<file path="src/nsl_pace.sv">
// Constants, carrier types and the flash pacing timer of the status lamp driver.
// Assumes one free-running system clock and a synchronous active-high reset.
`timescale 1ns/100ps

// ----------------------------------------------------------------------------
// Package
// ----------------------------------------------------------------------------
package nsl_pkg;
  localparam int unsigned CLK_KHZ = 250000;
  localparam int unsigned FLASH_HALF_MS = 500;
  localparam int unsigned GROUP_PAUSE_MS = 2000;
  localparam int unsigned FLASH_HALF_CYCLES = FLASH_HALF_MS * CLK_KHZ;
  localparam int unsigned PACE_W = 27;
  localparam int unsigned PAUSE_TICKS = GROUP_PAUSE_MS / FLASH_HALF_MS;
  localparam int unsigned MAX_CONN = 5;

  localparam int unsigned ADDR_W = 4;
  localparam int unsigned DATA_W = 32;
  localparam logic [3:0] CONFIG_ADDR = 4'h0;
  localparam logic [3:0] STATUS_ADDR = 4'h4;
  localparam logic [3:0] FLASH_ADDR = 4'h8;
  localparam logic [3:0] LAMP_ADDR = 4'hC;
  localparam int unsigned PROTO_W = 2;
  localparam int unsigned STATUS_W = 15;
  localparam int unsigned FLASH_OK_BIT = 0;
  localparam int unsigned FLASH_FAIL_BIT = 1;
  localparam int unsigned LAMP_INFO_W = 8;

  typedef enum logic [1:0] {
    PROTO_EIP = 2'h0,
    PROTO_MBT = 2'h1,
    PROTO_PNT = 2'h2
  } nsl_proto_type;

  typedef enum logic [2:0] {
    MODE_OFF = 3'h0,
    MODE_GREEN = 3'h1,
    MODE_RED = 3'h2,
    MODE_FLASH_G = 3'h3,
    MODE_FLASH_R = 3'h4,
    MODE_ALT = 3'h5,
    MODE_GROUP = 3'h6
  } nsl_mode_type;

  typedef enum logic [2:0] {
    GRP_ON = 3'b001,
    GRP_OFF = 3'b010,
    GRP_PAUSE = 3'b100
  } nsl_grp_type;

  // Conditions reported by the adapter firmware
  typedef struct packed {
    logic [2:0] conn_count;
    logic io_run;
    logic io_conn;
    logic dup_ip;
    logic conn_timeout;
    logic implicit_conn;
    logic ip_set;
    logic name_set;
    logic addr_changed;
    logic net_ok;
    logic drive_ok;
    logic link_up;
    logic selftest_done;
  } nsl_status_type;

  typedef struct packed {
    logic red;
    logic green;
  } nsl_lamp_type;
endpackage

// ----------------------------------------------------------------------------
// Pacing timer: one tick per flash half period
// ----------------------------------------------------------------------------
module nsl_pace #(
  parameter int unsigned HALF_CYCLES = nsl_pkg::FLASH_HALF_CYCLES
) (
  input wire logic clk_i,   // System clock
  input wire logic rst_i,   // Synchronous reset
  output logic tick_o,      // One-cycle pulse per half period
  output logic phase_o      // Toggles on every tick
);
  logic [nsl_pkg::PACE_W-1:0] cnt_q;
  logic [nsl_pkg::PACE_W-1:0] cnt_d;
  logic wrap;

  assign wrap = (cnt_q == nsl_pkg::PACE_W'(HALF_CYCLES - 1));
  assign cnt_d = wrap ? '0 : cnt_q + nsl_pkg::PACE_W'(1);

  always_ff @(posedge clk_i) begin
    if (rst_i) begin
      cnt_q <= '0;
      tick_o <= 1'b0;
      phase_o <= 1'b0;
    end else begin
      cnt_q <= cnt_d;
      tick_o <= wrap;
      phase_o <= phase_o ^ wrap;
    end
  end
endmodule

</file>
<file path="src/nsl_led_top.sv">
// Module and network status lamp driver for a networked servo drive.
// Assumes firmware reports conditions through the register port; lamps
// are driven directly by the four colour outputs.
`timescale 1ns/100ps

module nsl_led_top #(
  parameter int unsigned FLASH_HALF_CYCLES = nsl_pkg::FLASH_HALF_CYCLES
) (
  input wire logic CLOCK_I,                        // 250 MHz system clock
  input wire logic RESET_I,                        // Sync reset, active high
  input wire logic [nsl_pkg::ADDR_W-1:0] ADDR_I,   // Register byte address
  input wire logic [nsl_pkg::DATA_W-1:0] WDATA_I,  // Write data
  input wire logic WR_I,                           // Write strobe
  input wire logic RD_I,                           // Read strobe
  output logic [nsl_pkg::DATA_W-1:0] RDATA_O,      // Read data, next cycle
  output logic MS_RED_O,                           // Module lamp red
  output logic MS_GREEN_O,                         // Module lamp green
  output logic NS_RED_O,                           // Link lamp red
  output logic NS_GREEN_O                          // Link lamp green
);

  // --------------------------------------------------------------------------
  // Declarations
  // --------------------------------------------------------------------------
  nsl_pkg::nsl_proto_type proto_q;
  nsl_pkg::nsl_status_type st_q;
  nsl_pkg::nsl_mode_type ms_mode_d, ms_mode_q, ns_mode_d, ns_mode_q, pnt_ms, pnt_ns;
  nsl_pkg::nsl_mode_type eip_ns, mbt_ns, proto_ns, proto_ms;
  nsl_pkg::nsl_grp_type grp_d, grp_q;
  nsl_pkg::nsl_lamp_type ms_lamp, ns_lamp;
  logic [2:0] fl_d, fl_q, pz_d, pz_q, conn_n;
  logic locked_q, fail_q, tick, phase, grp_run;
  logic wr_cfg, wr_st, wr_flash, flash_ok_ev, flash_fail_ev;
  logic [nsl_pkg::DATA_W-1:0] rd_mux;

  // --------------------------------------------------------------------------
  // Lamp drive
  // --------------------------------------------------------------------------
  function automatic nsl_pkg::nsl_lamp_type lamp_drive(
    input nsl_pkg::nsl_mode_type mode, input logic ph, input logic grp_on);
    nsl_pkg::nsl_lamp_type l;
    l = '0;
    case (mode)
      nsl_pkg::MODE_GREEN: l.green = 1'b1;
      nsl_pkg::MODE_RED: l.red = 1'b1;
      nsl_pkg::MODE_FLASH_G: l.green = ph;
      nsl_pkg::MODE_FLASH_R: l.red = ph;
      nsl_pkg::MODE_ALT: begin
        l.red = ph;
        l.green = !ph;
      end
      nsl_pkg::MODE_GROUP: l.green = grp_on;
      default: l = '0;
    endcase
    return l;
  endfunction

  nsl_pace #(
    .HALF_CYCLES(FLASH_HALF_CYCLES)
  ) u_pace (
    .clk_i(CLOCK_I),
    .rst_i(RESET_I),
    .tick_o(tick),
    .phase_o(phase)
  );

  // --------------------------------------------------------------------------
  // Register port
  // --------------------------------------------------------------------------
  assign wr_cfg = WR_I && (ADDR_I == nsl_pkg::CONFIG_ADDR) && !locked_q;
  assign wr_st = WR_I && (ADDR_I == nsl_pkg::STATUS_ADDR);
  assign wr_flash = WR_I && (ADDR_I == nsl_pkg::FLASH_ADDR) && !locked_q;
  assign flash_ok_ev = wr_flash && WDATA_I[nsl_pkg::FLASH_OK_BIT];
  assign flash_fail_ev = wr_flash && WDATA_I[nsl_pkg::FLASH_FAIL_BIT];

  assign rd_mux =
    (ADDR_I == nsl_pkg::CONFIG_ADDR) ? nsl_pkg::DATA_W'(proto_q) :
    (ADDR_I == nsl_pkg::STATUS_ADDR) ? nsl_pkg::DATA_W'(st_q) :
    (ADDR_I == nsl_pkg::FLASH_ADDR) ? nsl_pkg::DATA_W'({fail_q, locked_q}) :
    (ADDR_I == nsl_pkg::LAMP_ADDR) ?
      nsl_pkg::DATA_W'({ns_lamp, ms_lamp, 1'b0, ns_mode_q, ms_mode_q}) :
    '0;

  always_ff @(posedge CLOCK_I) begin
    if (RESET_I) begin
      proto_q <= nsl_pkg::PROTO_EIP;
      st_q <= '0;
      locked_q <= 1'b0;
      fail_q <= 1'b0;
      RDATA_O <= '0;
    end else begin
      if (wr_cfg) begin
        proto_q <= nsl_pkg::nsl_proto_type'(WDATA_I[nsl_pkg::PROTO_W-1:0]);
      end
      if (wr_st) begin
        st_q <= nsl_pkg::nsl_status_type'(WDATA_I[nsl_pkg::STATUS_W-1:0]);
      end
      locked_q <= locked_q | flash_ok_ev;
      fail_q <= fail_q | flash_fail_ev;
      RDATA_O <= RD_I ? rd_mux : '0;
    end
  end

  // --------------------------------------------------------------------------
  // Module lamp selection
  // --------------------------------------------------------------------------
  assign pnt_ms = (st_q.name_set && st_q.ip_set) ? nsl_pkg::MODE_GREEN :
                  nsl_pkg::MODE_FLASH_G;
  assign proto_ms =
    (proto_q == nsl_pkg::PROTO_PNT) ? pnt_ms :
    !st_q.link_up ? nsl_pkg::MODE_FLASH_G :
    (st_q.drive_ok && st_q.net_ok) ? nsl_pkg::MODE_GREEN :
    nsl_pkg::MODE_FLASH_G;
  assign ms_mode_d =
    !st_q.selftest_done ? nsl_pkg::MODE_ALT :
    (fail_q || st_q.addr_changed) ? nsl_pkg::MODE_FLASH_R :
    locked_q ? nsl_pkg::MODE_FLASH_G :
    proto_ms;

  // --------------------------------------------------------------------------
  // Link lamp selection
  // --------------------------------------------------------------------------
  // Counts above the supported five are shown as five
  assign conn_n = (st_q.conn_count > 3'(nsl_pkg::MAX_CONN)) ?
                  3'(nsl_pkg::MAX_CONN) : st_q.conn_count;
  assign eip_ns =
    st_q.dup_ip ? nsl_pkg::MODE_RED :
    (st_q.conn_timeout && ms_mode_d == nsl_pkg::MODE_GREEN) ?
      nsl_pkg::MODE_FLASH_R :
    st_q.implicit_conn ? nsl_pkg::MODE_GREEN :
    st_q.link_up ? nsl_pkg::MODE_FLASH_G :
    nsl_pkg::MODE_OFF;
  assign mbt_ns = (conn_n == 3'h0 || !st_q.link_up) ? nsl_pkg::MODE_OFF :
                  nsl_pkg::MODE_GROUP;
  assign pnt_ns =
    (st_q.dup_ip || !st_q.io_conn) ? nsl_pkg::MODE_OFF :
    st_q.io_run ? nsl_pkg::MODE_GREEN : nsl_pkg::MODE_FLASH_G;
  assign proto_ns = (proto_q == nsl_pkg::PROTO_MBT) ? mbt_ns :
                    (proto_q == nsl_pkg::PROTO_PNT) ? pnt_ns : eip_ns;
  assign ns_mode_d =
    !st_q.selftest_done ? nsl_pkg::MODE_ALT :
    st_q.addr_changed ? nsl_pkg::MODE_FLASH_R :
    proto_ns;

  // --------------------------------------------------------------------------
  // Connection count flash groups
  // --------------------------------------------------------------------------
  assign grp_run = (ns_mode_d == nsl_pkg::MODE_GROUP);

  always_comb begin
    grp_d = grp_q;
    fl_d = fl_q;
    pz_d = pz_q;
    if (!grp_run) begin
      grp_d = nsl_pkg::GRP_PAUSE;
      fl_d = '0;
      pz_d = '0;
    end else if (tick) begin
      case (grp_q)
        nsl_pkg::GRP_ON: begin
          grp_d = nsl_pkg::GRP_OFF;
          fl_d = fl_q + 3'h1;
        end
        nsl_pkg::GRP_OFF: begin
          if (fl_q >= conn_n) begin
            grp_d = nsl_pkg::GRP_PAUSE;
            pz_d = '0;
          end else begin
            grp_d = nsl_pkg::GRP_ON;
          end
        end
        nsl_pkg::GRP_PAUSE: begin
          if (pz_q == 3'(nsl_pkg::PAUSE_TICKS - 1)) begin
            grp_d = nsl_pkg::GRP_ON;
            fl_d = '0;
          end else begin
            pz_d = pz_q + 3'h1;
          end
        end
        default: grp_d = nsl_pkg::GRP_PAUSE;
      endcase
    end
  end

  // --------------------------------------------------------------------------
  // Lamp outputs
  // --------------------------------------------------------------------------
  // Drive from the function so red and green can never overlap
  assign ms_lamp = lamp_drive(ms_mode_d, phase, 1'b0);
  assign ns_lamp = lamp_drive(ns_mode_d, phase, grp_q == nsl_pkg::GRP_ON);

  always_ff @(posedge CLOCK_I) begin
    if (RESET_I) begin
      grp_q <= nsl_pkg::GRP_PAUSE;
      fl_q <= '0;
      pz_q <= '0;
      ms_mode_q <= nsl_pkg::MODE_OFF;
      ns_mode_q <= nsl_pkg::MODE_OFF;
      {MS_RED_O, MS_GREEN_O} <= 2'h0;
      {NS_RED_O, NS_GREEN_O} <= 2'h0;
    end else begin
      grp_q <= grp_d;
      fl_q <= fl_d;
      pz_q <= pz_d;
      ms_mode_q <= ms_mode_d;
      ns_mode_q <= ns_mode_d;
      {MS_RED_O, MS_GREEN_O} <= ms_lamp;
      {NS_RED_O, NS_GREEN_O} <= ns_lamp;
    end
  end
endmodule

</file>
<file path="config.mk">
export PLATFORM = sky130hd
export DESIGN_NAME = nsl_led_top
export DESIGN_NICKNAME = d
export VERILOG_FILES = /design/src/nsl_pace.sv /design/src/nsl_led_top.sv
export SDC_FILE = /design/constraint.sdc
export NUM_CORES = 1
export LEC_CHECK = 0
export BUFFER_PORTS_ARGS = -buffer_cell sky130_fd_sc_hd__buf_2
export CORE_AREA = 4 4 96 98
export CTS_CLUSTER_DIAMETER = 40
export DETAILED_ROUTE_END_ITERATION = 16
export DIE_AREA = 0 0 100 102
export GPL_TIMING_DRIVEN = 0
export PLACE_DENSITY = 0.66
export SLEW_MARGIN = 25
export SYNTH_ARGS = -nofsm -noshare
export SYNTH_HDL_FRONTEND = slang
export SYNTH_SLANG_ARGS = --single-unit
</file>
<file path="constraint.sdc">
create_clock -name CLOCK_I -period 2.5 [get_ports CLOCK_I]
set_input_delay 0.25 -clock CLOCK_I [delete_from_list [all_inputs] [get_ports CLOCK_I]]
set_output_delay 0.25 -clock CLOCK_I [all_outputs]
set_load 0.02 [all_outputs]
</file>
==> results.sh <==
export IMPL_placedInstanceArea_sq_um=4090
export IMPL_drive_gt1_frac=0.173
export IMPL_cts_tree="yes"
export IMPL_grt_use_total=0.159
export IMPL_timing_final_ws_setup_ps=339
export IMPL_fillCellCount=845
export IMPL_pre_cts_slack_ps=337
export IMPL_maxSlewHeadroom=0.649
export IMPL_rsz0062_at_grt="false"
export IMPL_grt_pass1_wl_um=13000
export IMPL_first_pass_iters=4
export IMPL_die_w_um=100
export IMPL_worstSetupPathType="register to register"
export IMPL_final_nets=545
export IMPL_finalInstanceArea_sq_um=4280
export IMPL_postCtsHoldBufs=0
export IMPL_yosysWarnings=0
export IMPL_slew_violations=0
export IMPL_clockRootBuffer="clkbuf_8"
export IMPL_fin_crit_ps=2160
export IMPL_seq_power_share=0.552
export IMPL_finalHoldViolCount=0
export IMPL_switching_share=0.268
export IMPL_synth_seq_cells=82
export IMPL_cts_resized=0
export IMPL_worstMarginPinSlew_ps=520
export IMPL_antenna_found_initial=0
export IMPL_core_area_sq_um=8470
export IMPL_cp_max_fo=10
export IMPL_num_vias=3071
export IMPL_slowest_stage="or4b_1"
export IMPL_grt_start_max_net_pins=18
export IMPL_avgRoutedWirePerCell_um=12.9
export IMPL_hold_path_class="primary input to register"
export IMPL_p_comb_frac=0.057
export IMPL_final_antenna_net_count=0
export IMPL_ir_drop_mv=0.400
export IMPL_dieArea_sq_um=10200
export IMPL_port_buffers=41
export IMPL_power_density_nw_per_um2=564
export IMPL_clk_pin_slew_ps=90
export IMPL_path_cells="ha_1 > nand2_1 > or4b_1 > nand2b_1 > buf_2 > buf_4 > nor2_1"
export IMPL_start_util=0.435
export IMPL_fmax_mhz=463
export IMPL_setup_viol=0
export IMPL_clockBufferDepth=2
export IMPL_place_congestion=0.875
export IMPL_synth_edff_count=0
export IMPL_syn_avg_cell_area_sq_um=8.57
export IMPL_syn2layout_area_growth_pct=16.1
export IMPL_critPathLaunchType="register"
export IMPL_p_total_mw=2.41
export IMPL_htree_levels=3
export IMPL_critPathTopFamily="simple AND/OR/NAND/NOR gates"
export IMPL_cts_buffers_inserted=9
export IMPL_p_switching_mw=0.645
export IMPL_chipHeight_um=102
export IMPL_routed_wl_um=7880
export IMPL_num_rows=34
export IMPL_grt_overflow=0
export IMPL_max_stage_delay_ps=620
export IMPL_syn_instance_count=430
export IMPL_async_flop_share=0
export IMPL_end_kind="register"
export IMPL_hold_slack_ps=127
export IMPL_cp_arrival_ps=2410
export IMPL_yosys_cell_types_count=57
export IMPL_antenna_cells=0
export IMPL_postCtsSetupBuffers=0
export IMPL_p_leak_nw=1.70
export IMPL_syn_cell_area_sq_um=3680
export IMPL_dp_hpwl_um=5880
export IMPL_synthFlopType="dfxtp_1"
export IMPL_setup_tns_ps=0
export IMPL_drv_cap=0
export IMPL_drtIter0Drc=149
export IMPL_intPower_mw=1.77
export IMPL_synth_yosys_seq_area_share=0.446
export IMPL_drcViolationCount=0
export IMPL_routed_via_density=5.03
export IMPL_cts_sinks=82
export IMPL_status="complete, no violations"
export IMPL_ios=76
export IMPL_fin_worst_skew_ps=10.4
export IMPL_clk_latency_ps=360
export IMPL_clkPwrFrac=0.390
export IMPL_worst_path_buf_inv=2
export IMPL_cp_required_ps=2750
export IMPL_grt_pass1_vias=2944
export IMPL_fin_crit_sh=0.864
## layout by cell type (no fill, tap or decap), types with 6 or more instances in the layout
cell	n
a21oi_1	30
a22oi_1	6
and2_1	7
buf_2	42
buf_4	19
clkbuf_1	11
clkbuf_8	9
conb_1	17
dfxtp_1	82
ha_1	7
inv_1	13
nand2_1	50
nand2b_1	7
nand3_1	19
nor2_1	64
nor2b_1	6
nor3_1	6
or3_1	6
xnor2_1	12
xor2_1	15
## metal layers
layer,GRT usage,routed length [um],share of wire,vias up
met5,0,0,0,-
met4,0.0477,96,0.012,0
met3,0.0410,416,0.053,11
met2,0.289,3850,0.49,74
met1,0.183,3520,0.45,1413
li1,-,-,-,1573
## worst reg2reg max path, cell delays in order, from the launching register on
cell	delay (ps)
dfxtp_1	410
ha_1	270
nand2_1	180
or4b_1	620
nand2b_1	100
buf_2	210
buf_4	210
nor2_1	60
## worst paths after layout
| check | end | startpoint | slack, ps | cells after the start |
|---|---|---|---|---|
| max | u_pace.cnt_q[21]$_SDFF_PP0_ | u_pace.cnt_q[0]$_SDFF_PP0_ | 340 | 7 |
| min reg2reg | RDATA_O[4]$_SDFF_PP0_ | ns_mode_q[1]$_SDFF_PP0_ | 480 | 2 |
| min | st_q[9]$_SDFFE_PP0P_ | WDATA_I[9] | 130 | 3 |
| max reg2reg | u_pace.cnt_q[21]$_SDFF_PP0_ | u_pace.cnt_q[0]$_SDFF_PP0_ | 340 | 7 |
## flip-flops by register name, summed over array words and instances, names as in the netlist, 2 cells and up
name	flops
RDATA_O	15
fl_q	3
grp_q	3
ms_mode_q	3
ns_mode_q	3
proto_q	2
pz_q	3
st_q	15
u_pace.cnt_q	27
## cells by family after synthesis
logic type / share of synthesized area
buffers and inverters: 0.0645
other: 0.00102
AO/OA/AOI/OAI: 0.116
flip-flops: 0.445
multiplexers: 0.0136
XOR/XNOR: 0.0642
AND/OR/NAND/NOR: 0.272
adder cells (fa/ha/maj): 0.0238
## power groups by stage
stage | combinational, mW | clock [mW] | sequential (mW)
after floorplan | 0.0912 | 0 | 1.36
after global placement | 0.135 | 0 | 1.36
after detailed placement | 0.137 | 0 | 1.36
after CTS | 0.137 | 0.978 | 1.33
after global routing | 0.152 | 1.02 | 1.33
final | 0.138 | 0.941 | 1.33
## final cells by class
cell class / instances / area (sq um) / area share
clock buffer: 9 / 124 / 0.0290
buffer: 31 / 189 / 0.0442
clock inverter: 7 / 68.8 / 0.0161
multi-input combinational: 320 / 1870 / 0.436
inverter: 13 / 48.8 / 0.0114
sequential: 82 / 1640 / 0.384
timing repair buffer: 41 / 205 / 0.0480
tap: 108 / 135 / 0.0316
## Yosys cell counts (6+ instances only)
library cell | count | area, sq um
inv_1 | 13 | 48.8
nand3_1 | 19 | 95.1
nor3_1 | 6 | 30.0
and2_1 | 7 | 43.8
nand2_1 | 50 | 188
ha_1 | 7 | 87.6
nor2b_1 | 6 | 37.5
dfxtp_1 | 82 | 1640
a22oi_1 | 6 | 45.0
nand2b_1 | 7 | 43.8
xor2_1 | 15 | 131
clkbuf_1 | 11 | 41.3
or3_1 | 6 | 37.5
a21oi_1 | 30 | 150
nor2_1 | 64 | 240
buf_4 | 19 | 143
xnor2_1 | 12 | 105
## metrics by stage
| step | cells | util |
|---|---|---|
| after detailed placement | 595 | 0.483 |
| final | 611 | 0.505 |
| after CTS | 611 | 0.505 |
| after floorplan | 446 | - |
| after global routing | 611 | 0.505 |
| after global placement | 595 | 0.483 |
No activity file was read; power rests on OpenSTA's default activity.
